[src/logic/dtc_map.svh]
/*
 Timing counts, field codes and reset values for the dual timer/counter block.
 Assumes a 25 MHz core clock; included by bare name.
*/
`ifndef DTC_MAP_SVH
`define DTC_MAP_SVH
`define DTC_CLK_HZ 25000000
`define DTC_CLK_NS 40
`define DTC_WIN_MS 839
`define DTC_WIN_CYC ((`DTC_CLK_HZ / 1000) * `DTC_WIN_MS)
`define DTC_MIN_NS 200
`define DTC_MIN_CYC ((`DTC_MIN_NS + `DTC_CLK_NS - 1) / `DTC_CLK_NS)
`define DTC_QUAD_MAX 16'h3FFF
`define DTC_QUAD_MIN 16'hC001
`define DTC_CNT_MAX 16'hFFFF
`define DTC_LOAD_RST 16'h0000
`define DTC_PRE_BITS 4
`endif

[src/logic/dtc_pkg.sv]
/*
 Types for the dual timer/counter block.
 Assumes the map header is compiled alongside.
*/
package dtc_pkg;
    typedef enum logic [1:0] {
        DTC_EDGE_RISE = 2'b00,
        DTC_EDGE_FALL = 2'b01,
        DTC_EDGE_BOTH = 2'b10,
        DTC_EDGE_NONE = 2'b11
    } dtc_edge_type;
    typedef enum logic [3:0] {
        DTC_MODE_OFF = 4'b0000,
        DTC_MODE_TOTAL = 4'b0001,
        DTC_MODE_PCOUNT = 4'b0010,
        DTC_MODE_ONTIME = 4'b0011,
        DTC_MODE_PERIOD = 4'b0100,
        DTC_MODE_QUAD = 4'b0101,
        DTC_MODE_FREQ = 4'b0110,
        DTC_MODE_PWIDTH = 4'b0111,
        DTC_MODE_ONESHOT = 4'b1000,
        DTC_MODE_EDGEDIV = 4'b1001,
        DTC_MODE_EDGELOG = 4'b1010
    } dtc_mode_type;
endpackage : dtc_pkg

[src/logic/dtc_unit.sv]
/*
 One 16-bit timer/counter: load register, counter, capture latch, output.
 Assumes synchronous pin inputs and byte accesses from the CPU side.
*/
`include "dtc_map.svh"
module dtc_unit
    import dtc_pkg::*;
(
    input wire logic core_clk,
    input wire logic rst_b,
    input wire dtc_mode_type mode,
    input wire dtc_edge_type edge_sel,
    input wire logic use_pin_clk,
    input wire logic [3:0] pre_sel,
    input wire logic [3:0] pre_cnt,
    input wire logic win_tick,
    input wire logic in_a,
    input wire logic in_b,
    input wire logic load_wr_lo,
    input wire logic load_wr_hi,
    input wire logic [7:0] wr_byte,
    input wire logic rd_lo,
    input wire logic rd_hi,
    input wire logic trigger,
    output logic [7:0] rd_byte,
    output logic out_q,
    output logic out_en,
    output logic cap_pulse
);
    logic [15:0] load_q;
    logic [15:0] cnt_q;
    logic [15:0] latch_q;
    logic [7:0] hi_hold_q;
    logic [7:0] rd_byte_q;
    logic a_q;
    logic b_q;
    logic rise;
    logic fall;
    logic pin_ev;
    logic tick;
    logic in_mode;
    logic cap_q;
    logic busy_q;
    logic [1:0] quad_dir;

    assign rise = in_a & ~a_q;
    assign fall = ~in_a & a_q;
    always_comb
    begin
        unique case (edge_sel)
            DTC_EDGE_RISE: pin_ev = rise;
            DTC_EDGE_FALL: pin_ev = fall;
            DTC_EDGE_BOTH: pin_ev = rise | fall;
            DTC_EDGE_NONE: pin_ev = 1'b0;
        endcase
    end
    // Pin edge or prescaled system clock
    assign tick = use_pin_clk ? pin_ev : (pre_cnt == pre_sel);
    assign in_mode = (mode != DTC_MODE_FREQ) && (mode != DTC_MODE_PWIDTH) &&
        (mode != DTC_MODE_ONESHOT) && (mode != DTC_MODE_EDGEDIV) && (mode != DTC_MODE_OFF);
    // Output pin driven only in output modes, left free otherwise
    assign out_en = ~in_mode & (mode != DTC_MODE_OFF);
    assign quad_dir = {in_a ^ a_q, in_b ^ b_q};

    always_ff @(posedge core_clk or negedge rst_b)
    begin
        if (!rst_b)
        begin
            a_q <= 1'b0;
            b_q <= 1'b0;
        end
        else
        begin
            a_q <= in_a;
            b_q <= in_b;
        end
    end

    // CPU-writable load register, byte wide halves
    always_ff @(posedge core_clk or negedge rst_b)
    begin
        if (!rst_b)
            load_q <= `DTC_LOAD_RST;
        else if (load_wr_lo)
            load_q[7:0] <= wr_byte;
        else if (load_wr_hi)
            load_q[15:8] <= wr_byte;
    end

    // Counter and hardware capture
    always_ff @(posedge core_clk or negedge rst_b)
    begin
        if (!rst_b)
        begin
            cnt_q <= 16'h0000;
            latch_q <= 16'h0000;
            cap_q <= 1'b0;
            busy_q <= 1'b0;
            out_q <= 1'b0;
        end
        else
        begin
            cap_q <= 1'b0;
            unique case (mode)
                DTC_MODE_OFF:
                begin
                    cnt_q <= 16'h0000;
                    out_q <= 1'b0;
                end
                DTC_MODE_TOTAL:
                begin
                    if (pin_ev && cnt_q != `DTC_CNT_MAX)
                        cnt_q <= cnt_q + 16'h0001;
                    latch_q <= cnt_q;
                end
                DTC_MODE_PCOUNT:
                begin
                    if (win_tick)
                    begin
                        latch_q <= cnt_q;
                        cap_q <= 1'b1;
                        cnt_q <= {15'h0000, pin_ev};
                    end
                    else if (pin_ev && cnt_q != `DTC_CNT_MAX)
                        cnt_q <= cnt_q + 16'h0001;
                end
                DTC_MODE_ONTIME, DTC_MODE_PERIOD:
                begin
                    // On-time ends when the pin leaves its active level
                    if ((mode == DTC_MODE_PERIOD) ? pin_ev :
                        (busy_q && (in_a ^ a_q) && in_a == edge_sel[0]))
                    begin
                        latch_q <= cnt_q;
                        cap_q <= 1'b1;
                        cnt_q <= 16'h0000;
                        busy_q <= (mode == DTC_MODE_PERIOD);
                    end
                    else if ((mode == DTC_MODE_PERIOD || in_a == ~edge_sel[0]) && pin_ev)
                    begin
                        busy_q <= 1'b1;
                        cnt_q <= 16'h0000;
                    end
                    else if (busy_q && tick && cnt_q != `DTC_CNT_MAX &&
                             (mode == DTC_MODE_PERIOD || in_a != edge_sel[0]))
                        cnt_q <= cnt_q + 16'h0001;
                end
                DTC_MODE_QUAD:
                begin
                    // Gray-code step; direction from which phase moved
                    if (quad_dir == 2'b10)
                    begin
                        if ((in_a ^ in_b) && cnt_q != `DTC_QUAD_MAX)
                            cnt_q <= cnt_q + 16'h0001;
                        else if (!(in_a ^ in_b) && cnt_q != `DTC_QUAD_MIN)
                            cnt_q <= cnt_q - 16'h0001;
                    end
                    else if (quad_dir == 2'b01)
                    begin
                        if (!(in_a ^ in_b) && cnt_q != `DTC_QUAD_MAX)
                            cnt_q <= cnt_q + 16'h0001;
                        else if ((in_a ^ in_b) && cnt_q != `DTC_QUAD_MIN)
                            cnt_q <= cnt_q - 16'h0001;
                    end
                    latch_q <= cnt_q;
                end
                DTC_MODE_FREQ, DTC_MODE_EDGEDIV:
                begin
                    if (tick)
                    begin
                        if (cnt_q == 16'h0000)
                        begin
                            cnt_q <= load_q;
                            out_q <= (load_q != 16'h0000) ? ~out_q : 1'b0;
                        end
                        else
                            cnt_q <= cnt_q - 16'h0001;
                    end
                end
                DTC_MODE_PWIDTH:
                begin
                    if (tick)
                        cnt_q <= cnt_q + 16'h0001;
                    // High while counter below load: 0 gives 0%, full gives 100%
                    out_q <= (load_q == `DTC_CNT_MAX) | (cnt_q < load_q);
                end
                DTC_MODE_ONESHOT:
                begin
                    if (trigger && !busy_q)
                    begin
                        busy_q <= (load_q != 16'h0000);
                        cnt_q <= load_q;
                        out_q <= (load_q != 16'h0000);
                    end
                    else if (busy_q && tick)
                    begin
                        if (cnt_q == 16'h0001)
                        begin
                            busy_q <= 1'b0;
                            out_q <= 1'b0;
                        end
                        cnt_q <= cnt_q - 16'h0001;
                    end
                end
                DTC_MODE_EDGELOG:
                begin
                    if (pin_ev)
                    begin
                        latch_q <= cnt_q;
                        cap_q <= 1'b1;
                        cnt_q <= 16'h0000;
                    end
                    else if (tick && cnt_q != `DTC_CNT_MAX)
                        cnt_q <= cnt_q + 16'h0001;
                end
                default:
                    cnt_q <= 16'h0000;
            endcase
        end
    end
    assign cap_pulse = cap_q;

    // Low-byte read freezes the high byte for the following read
    always_ff @(posedge core_clk or negedge rst_b)
    begin
        if (!rst_b)
        begin
            hi_hold_q <= 8'h00;
            rd_byte_q <= 8'h00;
        end
        else if (rd_lo)
        begin
            hi_hold_q <= latch_q[15:8];
            rd_byte_q <= latch_q[7:0];
        end
        else if (rd_hi)
            rd_byte_q <= hi_hold_q;
    end
    assign rd_byte = rd_byte_q;
endmodule : dtc_unit

[src/logic/dtc_top.sv]
/*
 Dual 16-bit timer/counter with pin allocation among general pins 0, 1, 4..7.
 Assumes pins and CPU strobes synchronous to core_clk; software keeps function
 assignment rules for the pin configuration.
*/
`include "dtc_map.svh"
// Summary of operation
// - Two 16-bit timer/counters with independently chosen clock sources.
// - First unit input muxed from pins 4..7; output on pin 0.
// - Second unit input from pin 4; output on pin 1.
// - Each unit has writable load register, counter, readable latch.
// - Load register and latch are accessed one byte at a time.
// - Unit drives its output pin only when it runs an output function.
// - Unit clock from pin edges or prescaled system clock.
// - Pin clocking on rising, falling or both edges.
// - First unit time-shares up to four inputs via its multiplexer.
// - Edge logging takes both units; nothing else runs then.
// - Parallel port owns pins; pin 11 bit or interrupt request.
// - Timer pin direction overrides overlaid direct-level use.
// - Quadrature on pins 4/5 or 6/7, signed count within 16383.
// - Pulse count over 0.839 s window, total count, 0..65535.
// - On-time, period and one-shot cover 0.2 us to 41.94 ms.
// - Square wave output and 0..100% duty pulse train.
// - Edge divide toggles at input rate over load value plus one.
// - Hardware captures measurements independently of the processor.
module dtc_top
    import dtc_pkg::*;
(
    input wire logic core_clk,
    input wire logic rst_b,
    input wire logic [7:4] gpin_in,
    input wire logic [1:0] direct_out,
    input wire logic [1:0] direct_oe,
    input wire logic par_active,
    input wire logic par_slave_b,
    input wire logic par_irq,
    input wire logic bit11_out,
    input wire logic bit11_oe,
    input wire dtc_mode_type mode1,
    input wire dtc_mode_type mode2,
    input wire dtc_edge_type edge1,
    input wire dtc_edge_type edge2,
    input wire logic pin_clk1,
    input wire logic pin_clk2,
    input wire logic [3:0] pre1,
    input wire logic [3:0] pre2,
    input wire logic [1:0] mux_sel,
    input wire logic quad_upper,
    input wire logic [1:0] load_wr_lo,
    input wire logic [1:0] load_wr_hi,
    input wire logic [7:0] wr_byte,
    input wire logic [1:0] rd_lo,
    input wire logic [1:0] rd_hi,
    input wire logic [1:0] trigger,
    output logic [7:0] rd_byte1,
    output logic [7:0] rd_byte2,
    output logic general_pin_0,
    output logic general_pin_0_oe,
    output logic general_pin_1,
    output logic general_pin_1_oe,
    output logic general_pin_11,
    output logic general_pin_11_oe,
    output logic [1:0] cap_pulse,
    output logic edgelog_active
);
    logic [`DTC_PRE_BITS-1:0] pre_q;
    logic [25:0] win_q;
    logic win_tick;
    logic in1_a;
    logic in1_b;
    logic [1:0] t_out;
    logic [1:0] t_oe;
    logic log_mode;
    dtc_mode_type m1;
    dtc_mode_type m2;

    // Shared free-running prescaler
    always_ff @(posedge core_clk or negedge rst_b)
    begin
        if (!rst_b)
            pre_q <= '0;
        else
            pre_q <= pre_q + 4'h1;
    end

    // Fixed pulse-count window
    always_ff @(posedge core_clk or negedge rst_b)
    begin
        if (!rst_b)
            win_q <= 26'h0000000;
        else if (win_q == 26'(`DTC_WIN_CYC - 1))
            win_q <= 26'h0000000;
        else
            win_q <= win_q + 26'h0000001;
    end
    assign win_tick = (win_q == 26'(`DTC_WIN_CYC - 1));

    // Edge logging claims both units
    assign log_mode = (mode1 == DTC_MODE_EDGELOG) || (mode2 == DTC_MODE_EDGELOG);
    assign m1 = log_mode ? DTC_MODE_EDGELOG : mode1;
    assign m2 = log_mode ? DTC_MODE_OFF : mode2;
    assign edgelog_active = log_mode;

    // Input multiplexer of the first unit
    always_comb
    begin
        in1_a = gpin_in[4];
        in1_b = gpin_in[5];
        if (m1 == DTC_MODE_QUAD)
        begin
            in1_a = quad_upper ? gpin_in[6] : gpin_in[4];
            in1_b = quad_upper ? gpin_in[7] : gpin_in[5];
        end
        else if (!log_mode)
            in1_a = gpin_in[3'd4 + {1'b0, mux_sel}];
    end

    dtc_unit u_tc1 (
        .core_clk(core_clk),
        .rst_b(rst_b),
        .mode(m1),
        .edge_sel(log_mode ? DTC_EDGE_BOTH : edge1),
        .use_pin_clk(pin_clk1),
        .pre_sel(pre1),
        .pre_cnt(pre_q),
        .win_tick(win_tick),
        .in_a(in1_a),
        .in_b(in1_b),
        .load_wr_lo(load_wr_lo[0]),
        .load_wr_hi(load_wr_hi[0]),
        .wr_byte(wr_byte),
        .rd_lo(rd_lo[0]),
        .rd_hi(rd_hi[0]),
        .trigger(trigger[0]),
        .rd_byte(rd_byte1),
        .out_q(t_out[0]),
        .out_en(t_oe[0]),
        .cap_pulse(cap_pulse[0])
    );

    dtc_unit u_tc2 (
        .core_clk(core_clk),
        .rst_b(rst_b),
        .mode(m2),
        .edge_sel(edge2),
        .use_pin_clk(pin_clk2),
        .pre_sel(pre2),
        .pre_cnt(pre_q),
        .win_tick(win_tick),
        .in_a(gpin_in[4]),
        .in_b(gpin_in[5]),
        .load_wr_lo(load_wr_lo[1]),
        .load_wr_hi(load_wr_hi[1]),
        .wr_byte(wr_byte),
        .rd_lo(rd_lo[1]),
        .rd_hi(rd_hi[1]),
        .trigger(trigger[1]),
        .rd_byte(rd_byte2),
        .out_q(t_out[1]),
        .out_en(t_oe[1]),
        .cap_pulse(cap_pulse[1])
    );

    // Timer direction wins over direct-level use; parallel port owns pins
    always_comb
    begin
        general_pin_0 = t_oe[0] ? t_out[0] : direct_out[0];
        general_pin_0_oe = ~par_active & (t_oe[0] | direct_oe[0]);
        general_pin_1 = t_oe[1] ? t_out[1] : direct_out[1];
        general_pin_1_oe = ~par_active & (t_oe[1] | direct_oe[1]);
        general_pin_11 = (par_active & par_slave_b) ? par_irq : bit11_out;
        general_pin_11_oe = (par_active & par_slave_b) | bit11_oe;
    end
endmodule : dtc_top

[config.mk]
export PLATFORM = sky130hd
export DESIGN_NAME = dtc_top
export DESIGN_NICKNAME = d
export VERILOG_FILES = /design/src/logic/dtc_pkg.sv /design/src/logic/dtc_unit.sv /design/src/logic/dtc_top.sv
export VERILOG_INCLUDE_DIRS = /design/src /design/src/logic
export SDC_FILE = /design/constraint.sdc
export NUM_CORES = 1
export LEC_CHECK = 0
export BUFFER_PORTS_ARGS = -buffer_cell sky130_fd_sc_hd__buf_4
export CAP_MARGIN = 30
export CORE_MARGIN = 5
export CORE_UTILIZATION = 50
export DETAILED_ROUTE_END_ITERATION = 10
export HOLD_SLACK_MARGIN = 0.12
export PLACE_DENSITY = 0.71
export RECOVER_POWER = 50
export SETUP_SLACK_MARGIN = 0.1
export SYNTH_ARGS = -nofsm -noshare
export SYNTH_HDL_FRONTEND = slang
export SYNTH_SLANG_ARGS = --single-unit
[constraint.sdc]
create_clock -name core_clk -period 7.4 [get_ports core_clk]
set_clock_uncertainty 0.1 [all_clocks]
set_input_delay 0.37 -clock core_clk [delete_from_list [all_inputs] [get_ports core_clk]]
set_output_delay 0.37 -clock core_clk [all_outputs]
set_load 0.02 [all_outputs]
== Yosys cells after proc, flatten, opt, wreduce, memory -nomap -nowiden ==
Cells that the tools add are included.
Widths: inputs -> output; s select.
Operators by class
  multipliers: 0
  order comparisons: 3
  div/mod/pow operators: 0
  reductions and logical operators: 77
  mux-type cells: 97
  equality and inequality tests: 87
  shift operators: 0
  add/subtract/negate cells: 7
  bitwise operators: 35
Operator list (number)
  $mux 16: 42
  $pmux 16 s8: 2
  $pmux 16 s4: 2
  $ne 16x16->1 const B: 4
  $logic_and 1x1->1: 34
  $mux 1: 34
  $add 16x1->16 const B: 2
  $eq 16x1->1 const B: 2
  $eq 16x16->1 const B: 2
  $eq 4x3->1 const B: 8
  $eq 4x4->1 const B: 8
  $logic_not 16->1: 2
  $lt 16x16->1: 2
  $mux 8: 4
  $ne 16x14->1 const B: 2
  $reduce_bool 16->1: 2
  $sub 16x1->16 const B: 2
  $ne 3x1->1 const B: 10
  $add 26x1->26 const B: 1
  $eq 26x25->1 const B: 1
  $mux 26: 1
  $ne 4x4->1 const B: 6
  $reduce_bool 4->1: 6
  $ne 2x1->1 const B: 11
  other kinds (33): 116
Storage, ports and cells
  logic and storage cells: 330
  flip-flop bits (word level): 168
  RAM bits: 0
  output and inout port bits: 25
  ROM bits: 0
  memories kept: 0
  bits in latches: 0

== Logic depth before layout (Yosys ltp) ==
Gate-level depths: netlist of run 1.
  depth after elaboration: 17
  mapped depth: 19

== By module ==
A second synthesis of run 1 with hierarchy kept.
Second synthesis, totals
  cell total of the unflattened synthesis: 1239
  area, all modules: 11398.4 um^2
Modules (own cells, without submodules)
  dtc_unit (u_tc1): seq. area each 1726.7 um^2, area each 4882.2 um^2, cells each 537, times used 1
  dtc_unit (u_tc2): seq. area each 1726.7 um^2, area each 4830.9 um^2, cells each 541, times used 1
  dtc_top: seq. area each 750.7 um^2, area each 1685.4 um^2, cells each 161, times used 1

== Least setup slack after synthesis of run 1 ==
OpenSTA, ideal clock, no wires.
  path kind: input port to flip-flop
  from: input mode1[1]
  to: register u_tc1.cnt_q[11]
  path slack: 3179 ps
  library setup time: 80 ps
  required time: 7220 ps
  path buffers: 5
  stages on the path: 18
  arrival: 4041 ps
  cell sequence: buf_6 > and4bb_4 > buf_6 > a211o_1 > a221oi_4 > ha_1 > clkbuf_1 > or3_1 > a32o_1 > nand2_1 > nor2b_1 > mux2i_4 > or2_0 > clkbuf_1 > and2_4 > buf_6 > o311a_1 > o22ai_2
On the way
  cells in the longest elaborated chain, start to end: 15
  elaborated cells between the ends (all ways): 73
Ends and longest elaborated chain
  start: declaration: line dtc_top.sv:39  | input wire dtc_mode_type mode1,
  $eq 4x4->1: line dtc_top.sv:99  | assign log_mode = (mode1 == DTC_MODE_EDGELOG) || (mode2 == DTC_MODE_EDGELOG);
  $logic_or 1x1->1: line dtc_top.sv:99
  $mux 4: line dtc_top.sv:100  | assign m1 = log_mode ? DTC_MODE_EDGELOG : mode1;
  $eq 4x3->1: line dtc_unit.sv:104, dtc_top.sv:109
  $mux 1: line dtc_top.sv:109  | if (m1 == DTC_MODE_QUAD)
  $not 1->1: line dtc_unit.sv:47  | assign fall = ~in_a & a_q;
  $and 1x1->1: line dtc_unit.sv:47
  $or 1x1->1: line dtc_unit.sv:53  | DTC_EDGE_BOTH: pin_ev = rise | fall;
  $pmux 1 s4: line dtc_unit.sv:50  | unique case (edge_sel)
  $mux 1: line dtc_unit.sv:58  | assign tick = use_pin_clk ? pin_ev : (pre_cnt == pre_sel);
  $logic_and 1x1->1: line dtc_unit.sv:143, dtc_unit.sv:194
  $logic_and 1x1->1 (no line)
  $logic_and 1x1->1: line dtc_unit.sv:143  | else if (busy_q && tick && cnt_q != `DTC_CNT_MAX &&
  $ne 4x1->1 (no line)
  $reduce_and 8->1 (no line)
  end signal: assignment: line dtc_unit.sv:145  | cnt_q <= cnt_q + 16'h0001;
  end signal: assignment: line dtc_unit.sv:153  | cnt_q <= cnt_q + 16'h0001;
  end signal: assignment: line dtc_unit.sv:155  | cnt_q <= cnt_q - 16'h0001;
  end: declaration: line dtc_unit.sv:31  | logic [15:0] cnt_q;
Parallel ways exist; a longest one is shown, timed or not. The select of a mux whose other input is x is not followed.
A chain may end at the register's enable or synchronous reset.

== Final worst setup path of run 1 ==
  from: input gpin_in[5] (netlist name)
  to: register u_tc1.cnt_q[8]
On the way
  cells in the longest elaborated chain, start to end: 14
  elaborated cells between the ends (all ways): 55
Ends and longest elaborated chain
  start: declaration: line dtc_top.sv:31  | input wire logic [7:4] gpin_in,
  $bmux 1 s3: line dtc_top.sv:115  | in1_a = gpin_in[3'd4 + {1'b0, mux_sel}];
  $mux 1 (not written as such): line dtc_top.sv:115
  $mux 1: line dtc_top.sv:114  | else if (!log_mode)
  $mux 1: line dtc_top.sv:109
  $not 1->1: line dtc_unit.sv:47
  $and 1x1->1: line dtc_unit.sv:47
  $or 1x1->1: line dtc_unit.sv:53
  $pmux 1 s4: line dtc_unit.sv:50
  $mux 1: line dtc_unit.sv:58
  $logic_and 1x1->1: line dtc_unit.sv:143, dtc_unit.sv:194
  $logic_and 1x1->1 (no line)
  $logic_and 1x1->1: line dtc_unit.sv:143
  $ne 4x1->1 (no line)
  $reduce_and 8->1 (no line)
Parallel ways exist; a longest one is shown, timed or not. The select of a mux whose other input is x is not followed.

==> results of run 1 <==
routing by layer:
layer	wire length [µm]	global-route usage [%]	share of wire (%)	up-vias
met5	0	0	0	-
met2	14290	37.91	46	392
li1	-	-	-	4749
met4	947	8.530	3.1	0
met1	13720	33.87	44	4859
met3	1871	3.473	6.1	71
logic make-up (layout without fill, tap and decap cells):
| logic type | count (synthesis) | in the layout | synth area share [%] |
|---|---|---|---|
| flip-flops | 168 | 168 | 37.93 |
| adder cells (fa/ha/maj) | 44 | 44 | 4.944 |
| multiplexers | 75 | 75 | 7.450 |
| XOR/XNOR | 49 | 49 | 3.872 |
| AND/OR/NAND/NOR | 458 | 458 | 20.36 |
| buffers and inverters | 137 | 201 | 4.989 |
| AO/OA/AOI/OAI | 353 | 353 | 20.45 |
cell usage after synthesis (all sizes together), types with 5 or more instances:
cell	instances
a211oi	10
a21o	16
a21oi	57
a221oi	13
a22oi	7
a31oi	12
a32oi	5
and2	9
and3	15
buf	14
clkbuf	61
dfrtp	168
ha	43
inv	62
mux2	50
mux2i	25
nand2	140
nand2b	13
nand3	35
nand4	27
nor2	106
nor2b	17
nor3	34
nor3b	6
nor4	25
o211ai	9
o21ai	151
o22ai	11
o31ai	6
or2	6
or3	5
xnor2	24
xor2	25
final cells by class:
cell class	instances	area, µm²	share of cell area, %
tap	280	350.3	2.810
sequential	168	4204	33.72
multi-input combinational	979	6340	50.85
clock inverter	14	156.4	1.254
clock buffer	17	425.4	3.412
timing repair buffer	108	759.5	6.091
inverter	62	232.7	1.867
worst max path at each step:
stage                    start         endpoint  cells after the start
detailed placement    mode1[1]   u_tc1.cnt_q[7]                     14
finish              gpin_in[5]   u_tc1.cnt_q[8]                     15
CTS                 gpin_in[5]   u_tc1.cnt_q[7]                     15
global placement      mode1[1]   u_tc1.cnt_q[7]                     14
floorplan             mode1[1]  u_tc1.cnt_q[11]                     18
global route        gpin_in[5]  u_tc1.cnt_q[15]                     15
stage by stage:
| stage | utilization, % | cells |
|---|---|---|
| 3_3_place_gp | 54.24 | 1583 |
| 3_5_place_dp | 54.24 | 1583 |
| 6_report | 57.13 | 1628 |
| 5_1_grt | 57.13 | 1628 |
| 4_1_cts | 57.45 | 1626 |
| 2_1_floorplan | - | 1284 |
layout by cell type, fill, tap and decap left out, drive strengths merged, types with 7 or more instances in the layout:
master,Yosys,routed
a21oi,57,57
clkinv,0,7
inv,62,68
nor3,34,34
nand2b,13,13
nand3,35,35
and3,15,15
a221oi,13,13
mux2,50,50
xnor2,24,24
a21o,16,16
a31oi,12,12
nor2,106,106
xor2,25,25
o21ai,151,151
o211ai,9,9
nand4,27,27
nor4,25,25
buf,14,69
ha,43,43
nand2,140,140
a211oi,10,10
clkbuf,61,44
dfrtp,168,168
dlygate4sd3,0,12
nor2b,17,17
mux2i,25,25
a22oi,7,7
o22ai,11,11
and2,9,9
sequential cells by signal, summed over array words and instances, names as in the netlist, 4 cells and up:
register	count
u_tc2.hi_hold_q	8
u_tc2.load_q	16
u_tc2.cnt_q	16
u_tc1.rd_byte	8
u_tc2.latch_q	16
u_tc1.cnt_q	16
u_tc1.hi_hold_q	8
win_q	26
u_tc1.latch_q	16
u_tc2.rd_byte	8
pre_q	4
u_tc1.load_q	16
worst max-delay path: cells and delay by family:
kind,cells,cell delay [ns]
adders and majority gates,1,0.43
muxes,2,0.46
buffers and inverters,2,0.90
AOI/OAI and AO/OA,5,2.09
and+or+nand+nor,5,1.33
power by group through the flow:
stage	logic, µW	clock network [µW]	registers (µW)
global route	1510	929	1500
CTS	1350	894	1460
floorplan	1050	0	1320
finish	1350	882	1470
detailed placement	1340	0	1480
global placement	1310	0	1470
==> out/results.tsv, run 1 <==
stage	metric	value	unit
layout	n_fill_cell	1980	
critical_path	slowest_delay	0.93	ns
place	post-place-ws	2.120	ns
logic_synthesis	synth_edf_count	0	
timing	timing.final.crit_period	5.382	ns
logic_synthesis	synthesis.area	11080	µm²
routing	drc	0	
power	ir_drop	0.0001615	V
timing	setup_ws	2.018	ns
routing	vias	10070	
clocking	cts-buffers-inserted	17	
timing	drv_slew	0	
clocking	holdBufCountCts	12	
logic_synthesis	seq_area_frac_synth	37.93	%
place	dp_hpwl	22370	µm
timing	fin_crit_sh	72.72	%
grt	grt_pass1_vias	9644	
grt	grt_antenna_before_repair	0	
logic_synthesis	syn_nets	1385	
critical_path	critPathSlowestCell	o311ai_2	
critical_path	crit_top_cell	nand2_1	
min_path	min-delay-start	gpin_in[7]	
routing	wl_per_cell	18.94	µm
logic_synthesis	ys_ff_latch	168	
logic_synthesis	netlist-cell-type-count	83	
clocking	clk_pin_slew	0.07	ns
critical_path	r2r-start	u_tc1.cnt_q[0]	
timing	holdWs	0.1502	ns
layout	drive_above_1_share	12.46	%
layout	postLayoutCellArea	12470	µm²
clocking	htreeDepth	4	
power	pwr-share-clk	23.9	%
critical_path	critical_path.endpoint_type	flip-flop	
grt	grt_overflow	0	
critical_path	arrival	5.58	ns
critical_path	reg2reg_depth	10	
timing	relSlewSlack	31.75	%
critical_path	worstPathMaxFanout	12	
die	die_h	158.9	µm
die	initial_core_util	50.79	%
logic_synthesis	yosys.area.top_type_share	37.93	%
layout	final_nets	1437	
critical_path	rr_endpoint	u_tc1.cnt_q[8]	
power	p_sw_share	41.78	%
routing	viasPerCell	6.186	
place	port_buffers	82	
min_path	hold_end	u_tc1.b_q	
logic_synthesis	yosysTopAreaCell	dfrtp_1	
power	p_sw	1544	µW
clocking	cts-root-buf	clkbuf_16	
power	leakagePower	0.005586	µW
die	rows	54	
power	p_per_area	296.5	nW/µm²
routing	drt_iter0_drc	1116	
die	die_x	158.9	µm
timing	fmax	185.8	MHz
timing	setup_tns	0	ns
clocking	postCtsSetupBuffers	0	
critical_path	criticalPathCategory	input port to flip-flop	
logic_synthesis	synth_flop_cell	dfrtp_1	
logic_synthesis	synth_cells	1284	
power	p_total	3696	µW
min_path	hold_path_class	input port to flip-flop	
logic_synthesis	netlist_top_cells_area	dfrtp_1, o21ai_0, ha_1	
clocking	clock-sinks	168	
flow_run	maxCapViolCount	0	
power	p_seq_share	39.7	%
critical_path	worst-endpoint-required	7.60	ns
critical_path	r2r_setup_slack	2.71	ns
place	place_area	11840	µm²
clocking	cts_resized	0	
layout	diodes	0	
timing	finalSetupViolCount	0	
critical_path	critPathLaunchType	input port	
timing	worst_pin_slew	1.022	ns
power	comb_power_share	36.4	%
clocking	clockBufferDepth	2	
clocking	cts_tree	built	
layout	synthToLayoutAreaGrowth	12.48	%
power	p_int	2152	µW
place	gp_congestion	0.9440	
routing	first_pass_iters	5	
grt	track_usage	24.01	%
logic_synthesis	async_reset_ff_share	100.0	%
timing	rsz0062_at_grt	false	
clocking	clock_latency	0.43	ns
grt	grt_max_degree	104	
logic_synthesis	synth.avg_cell_area	8.633	µm²
routing	routed_wl	30830	µm
die	num_io_pins	83	
timing	hold_viol	0	
logic_synthesis	yosysWarnings	0	
die	core_area	21820	µm²
run_status	outcome	complete, no violations	
die	die-area	25250	µm²
routing	ant_nets	0	
critical_path	worstPathCellList	dlygate4sd3_1, clkbuf_1, mux2i_1, a22o_1, a221oi_4, ha_1, or3_1, a32o_1, nand2_1, nor2_1, mux2i_4, nand2_1, o311ai_2, or2_0, o22ai_1	
grt	grt_pass1_wl	50650	µm
min_path	hold_depth	2	
(Power assumes the default switching activity.)
==> inputs of run 2 (changes only) <==
ABC_AREA = 1   (was not set)
PLACE_DENSITY = 0.73   (was 0.71)
clock period = 4.5 ns   (was 7.4 ns; I/O delays follow)
==> out/results.tsv, run 2 <==
stage	metric	value	unit
run_status	outcome	complete, no violations	
place	gp_congestion	0.9646	
die	die_h	169.0	µm
logic_synthesis	async_reset_ff_share	100.0	%
clocking	cts-buffers-inserted	17	
logic_synthesis	syn_nets	1962	
grt	grt_antenna_before_repair	1	
routing	wl_per_cell	17.01	µm
place	place_inst	2221	
logic_synthesis	yosysWarnings	0	
layout	synthToLayoutAreaGrowth	11.64	%
timing	finalSetupViolCount	0	
power	p_sw_share	48.85	%
clocking	cts_tree	built	
die	num_io_pins	83	
logic_synthesis	ys_ff_latch	168	
routing	wl_met3	2200	µm
clocking	cts-root-buf	clkbuf_16	
clocking	clockBufferDepth	2	
timing	setup_tns	0	ns
die	rows	58	
routing	ant_nets	0	
logic_synthesis	yosysTopAreaCell	dfrtp_1	
logic_synthesis	yosys.area.top_type_share	33.27	%
clocking	clock-sinks	168	
logic_synthesis	post-synth-top-count-cell	nand2_1	
routing	drt_iter0_drc	1171	
layout	stdcell_count	2275	
power	ir_drop	0.0002627	V
timing	fmax	280.2	MHz
power	p_int	3845	µW
min_path	hold_path_class	input port to flip-flop	
routing	viasPerCell	5.634	
timing	worst_pin_slew	0.9433	ns
critical_path	criticalPathCategory	input port to flip-flop	
power	p_total	7517	µW
grt	grt_overflow	0	
layout	final_nets	2032	
timing	rsz0062_at_grt	false	
clocking	postCtsSetupBuffers	0	
place	place_area	13410	µm²
layout	regMostFlops	win_q	
critical_path	arrival	3.80	ns
power	pwr-share-clk	19.7	%
layout	largest_reg_flops	26	
routing	top_layer_used	met4	
die	die-area	28550	µm²
layout	postLayoutCellArea	14100	µm²
logic_synthesis	synthesis.area	12630	µm²
logic_synthesis	synth.avg_cell_area	6.789	µm²
place	dp_hpwl	29300	µm
routing	routed_wl	38700	µm
timing	hold_viol	0	
routing	drc	0	
die	core_area	25040	µm²
power	leakagePower	0.007219	µW
logic_synthesis	yosys-top-cells-count	nand2_1, inv_1, dfrtp_1	
routing	vias	12820	
critical_path	critPathLaunchType	input port	
routing	first_pass_iters	6	
clocking	clk_pin_slew	0.08	ns
power	p_seq_share	33.0	%
logic_synthesis	synth_cells	1861	
flow_run	maxCapViolCount	0	
timing	fin_crit_sh	79.31	%
critical_path	worstPathMaxFanout	16	
logic_synthesis	seq_area_frac_synth	33.27	%
grt	track_usage	26.91	%
die	initial_core_util	50.46	%
die	die_x	169.0	µm
place	port_buffers	82	
logic_synthesis	synth_flop_cell	dfrtp_1	
layout	drive_above_1_share	8.230	%
layout	layout_commonest_cell	nand2_1	
routing	wl_met1	15890	µm
timing	relSlewSlack	36.88	%
clocking	clock_latency	0.44	ns
timing	drv_slew	0	
layout	layout_common_cells	nand2_1, inv_1, dfrtp_1	
timing	timing.final.crit_period	3.569	ns
grt	grt_max_degree	97	
critical_path	critical_path.endpoint_type	flip-flop	
logic_synthesis	netlist_top_cells_area	dfrtp_1, nand2_1, inv_1	
power	p_per_area	533.0	nW/µm²
power	p_sw	3673	µW
routing	wl_met2	18890	µm
clocking	htreeDepth	4	
logic_synthesis	netlist-cell-type-count	50	
grt	grt_pass1_vias	12260	
critical_path	worst-endpoint-required	4.73	ns
logic_synthesis	synth_edf_count	0	
grt	grt_pass1_wl	62710	µm
power	comb_power_share	47.3	%
run 2: cell types whose count changed in the layout (fill, tap and decap cells not counted), sizes merged, moves of 15 or more:
cell,delta
and3,-15
inv,+185
mux2,-49
mux2i,-25
nand2,+415
nand3,+105
nand4,+23
nor2,+65
nor2b,-17
o211ai,+32
o22ai,+15
xor2,+29
run 2: timing repair:
item                                   in CTS  in global routing
hold buffers                               19                  1
endpoints found under the hold margin     160                  7
resized for setup                           0                  0
run 2: final timing paths:
kind	start	end	slack [ns]	cells after the start
setup / recovery	gpin_in[5]	u_tc1.cnt_q[3]	0.93	23
hold / removal	quad_upper	u_tc1.a_q	0.17	4
setup reg to reg	u_tc1.cnt_q[0]	u_tc1.cnt_q[0]	1.36	13
hold reg to reg	u_tc1.hi_hold_q[1]	u_tc1.hi_hold_q[1]	0.38	2
max in group asynchronous	rst_b	win_q[16]	2.10	5
min in group asynchronous	rst_b	win_q[25]	0.72	3
run 2: logic make-up after synthesis:
kind of cell	count (synthesis)	share of synthesized area (%)
buffers and inverters	310	9.972
DFF	168	33.27
adders and majority gates	43	4.258
xor gates and xnor gates	64	4.436
and+or+nand+nor	975	34.24
AOI/OAI and AO/OA	300	13.73
muxes	1	0.08912
run 2: power by group through the flow:
stage / sequential [µW] / clock [µW] / combinational [µW]
after floorplan: 2300 / 0 / 2650
after global placement: 2490 / 0 / 3480
after detailed placement: 2490 / 0 / 3530
after CTS: 2460 / 1490 / 3560
after global routing: 2540 / 1570 / 4000
final: 2480 / 1480 / 3560
run 2: final cells by class:
type                            count  area, µm²
Sequential cell                   168       4204
Clock inverter                     15      158.9
Inverter                          250      940.9
Tap cell                          330      412.9
Clock buffer                       17      425.4
Antenna cell                        1      2.502
Multi-Input combinational cell   1383       7161
Timing Repair Buffer              111      799.5
Fill cell                        2501      10930
run 2: layer usage:
layer,global-route usage [%],vias to the layer above
li1,-,6237
met2,45.52,493
met4,12.77,0
met5,0,-
met1,34.57,5969
met3,2.849,118
run 2: worst max-delay path: stages:
cell	delay, ns
dlygate4sd3_1	0.54
clkbuf_1	0.30
inv_1	0.14
nand2_1	0.08
nand3_1	0.07
nand2_1	0.06
nand2_1	0.05
nand2_1	0.09
nand2_2	0.08
nand2_1	0.12
ha_1	0.26
inv_1	0.10
nand2_1	0.06
nor2_1	0.12
a21oi_2	0.06
nand2_2	0.26
nand2_2	0.32
inv_2	0.36
nand2_1	0.10
a21oi_1	0.16
nand3_1	0.09
nand2_1	0.07
nand2_1	0.06
run 2: stage by stage:
step	util (%)	worst slack [ns]	hold slack, ns
2_1_floorplan	-	1.894	-0.1706
3_3_place_gp	53.52	1.115	0.2637
3_5_place_dp	53.54	1.036	0.2676
4_1_cts	56.64	1.194	0.1591
5_1_grt	56.34	0.7151	0.1875
6_report	56.34	0.9312	0.1666
==> inputs of run 3 (changes only) <==
PLACE_DENSITY = 0.71   (was 0.73)
clock period = 3.5 ns   (was 4.5 ns; I/O delays follow)
==> out/results.tsv, run 3 (synthesized netlist as in run 2, its figures left out) <==
stage	metric	value	unit
critical_path	crit_end	u_tc1.cnt_q[4]	
clocking	clk_pin_slew	0.08	ns
timing	timing.final.crit_period	3.173	ns
timing	relSlewSlack	-15.77	%
clocking	cts-root-buf	clkbuf_16	
layout	postLayoutCoreUtil	57.42	%
layout	diodes	0	
timing	fmax	315.2	MHz
critical_path	r2r_setup_slack	0.46	ns
critical_path	worstPathMaxFanout	15	
clocking	clockBufferDepth	2	
clocking	clock_latency	0.44	ns
layout	largest_reg_flops	26	
timing	drv_slew	67	
run_status	violations	capacitance limit, slew limit	
min_path	hold_path_class	input port to flip-flop	
die	initial_core_util	50.46	%
grt	grt_antenna_before_repair	0	
grt	use_met2	45.43	%
layout	final_nets	2056	
power	p_per_area	680.6	nW/µm²
grt	grt_max_degree	68	
routing	wl_per_cell	16.55	µm
min_path	min-delay-start	rd_hi[1]	
layout	layout_common_cells	nand2_1, inv_1, dfrtp_1	
critical_path	arrival	3.40	ns
timing	hold_viol	0	
routing	routed_wl	38020	µm
timing	rsz0062_at_grt	false	
timing	fin_crit_sh	90.65	%
grt	gr-usage-met3	3.550	%
layout	layout_commonest_cell	nand2_1	
flow_run	maxCapViolCount	1	
critical_path	r2r-start	u_tc1.cnt_q[9]	
timing	setup_tns	0	ns
power	ir_drop	0.0003446	V
routing	ant_nets	0	
routing	viasPerCell	5.648	
routing	vias	12980	
critical_path	reg2reg_depth	13	
die	die_x	169.0	µm
power	leakagePower	0.007355	µW
routing	drc	0	
layout	n_fill_cell	2399	
place	gp_congestion	0.9499	
critical_path	critical_path.endpoint_type	flip-flop	
critical_path	criticalPathCategory	input port to flip-flop	
layout	drive_above_1_share	8.994	%
grt	grt_pass1_vias	12510	
critical_path	rr_endpoint	u_tc1.cnt_q[8]	
timing	finalSetupViolCount	0	
layout	synthToLayoutAreaGrowth	13.78	%
clocking	cts-buffers-inserted	17	
grt	grt_use_met1	32.66	%
critical_path	cp-startpoint	gpin_in[5]	
die	rows	58	
critical_path	critPathLaunchType	input port	
die	num_io_pins	83	
clocking	cts_tree	built	
place	dp_hpwl	28680	µm
grt	top_usage_layer	met2	
clocking	htreeDepth	4	
routing	first_pass_iters	6	
timing	worst_pin_slew	1.737	ns
clocking	clock-sinks	168	
critical_path	worst-endpoint-required	3.73	ns
die	die_h	169.0	µm
routing	drt_iter0_drc	1259	
die	core_area	25040	µm²
place	port_buffers	82	
grt	grt_overflow	0	
layout	regMostFlops	win_q	
die	die-area	28550	µm²
grt	grt_pass1_wl	62040	µm
grt	track_usage	26.40	%
run_status	outcome	finished with violations	
## run 3: where the power goes
| part | leakage [µW] | switching [µW] | total, µW | internal (µW) |
|---|---|---|---|---|
| Sequential | 0.00221 | 619 | 3120 | 2500 |
| Clock | 0.000305 | 928 | 2030 | 1100 |
| Combinational | 0.00484 | 3070 | 4640 | 1570 |
| Total | 0.00736 | 4620 | 9790 | 5170 |
## run 3: how the worst min path moves through the flow
stage | end | cells past startpoint | slack [ns]
6_report | u_tc2.rd_byte[2] | 4 | 0.12
5_1_grt | u_tc2.rd_byte[2] | 4 | 0.17
4_1_cts | u_tc1.rd_byte[1] | 4 | 0.12
3_5_place_dp | win_q[7] | 1 | 0.11
3_3_place_gp | win_q[5] | 1 | 0.11
2_1_floorplan | pre_q[0] | 0 | -0.22
## run 3: layout make-up
type                            instances  area, µm²  share of cell area, %
Clock inverter                         15      205.2                  1.427
Timing Repair Buffer                  135       1015                  7.058
Tap cell                              330      412.9                  2.872
Inverter                              250      943.4                  6.562
Sequential cell                       168       4204                  29.24
Clock buffer                           17      425.4                  2.959
Multi-Input combinational cell       1383       7171                  49.88
## run 3: per-stage QoR
step                instances  setup WS (ns)  power (µW)  area, µm²  hold slack [ns]
floorplan                1861         0.9439        6364      12630          -0.2206
global placement         2236         0.3495        7606      13530           0.1130
detailed placement       2236         0.2343        7706      13530           0.1126
CTS                      2297         0.3452        9794      14450           0.1209
global route             2298        0.07760       10530      14380           0.1678
finish                   2298         0.3274        9785      14380           0.1222
## run 3: critical path, stage by stage
cell and delay (ns):
dlygate4sd3_1 0.55, clkbuf_1 0.30, inv_1 0.15, nand2_1 0.08, nand3_1 0.08, nand2_1 0.08, nand2_1 0.05, nand2_1 0.07
nand2_2 0.07, nand2_1 0.11, ha_1 0.25, inv_1 0.09, nand2_1 0.06, nor2_1 0.12, a21oi_2 0.07, nand2_4 0.18
nand2_1 0.07, nand2_1 0.08, inv_1 0.06, nand2_1 0.07, nand2_2 0.26, nand2_1 0.16, nand3_1 0.09, nand2_1 0.06
nand2_1 0.04
## run 3: layer usage
layer  wire, µm  share of wire (%)
met4       1934                5.1
met1      15210                 40
met5          0                  0
met2      18260                 48
met3       2624                6.9
## run 3: timing repair
item / in CTS / in global routing
buffers inserted: 0 / 1
hold endpoints to repair: 132 / 0
setup endpoints to repair: 0 / 16
resized for setup: 0 / 4
hold buffers: 29 / 0
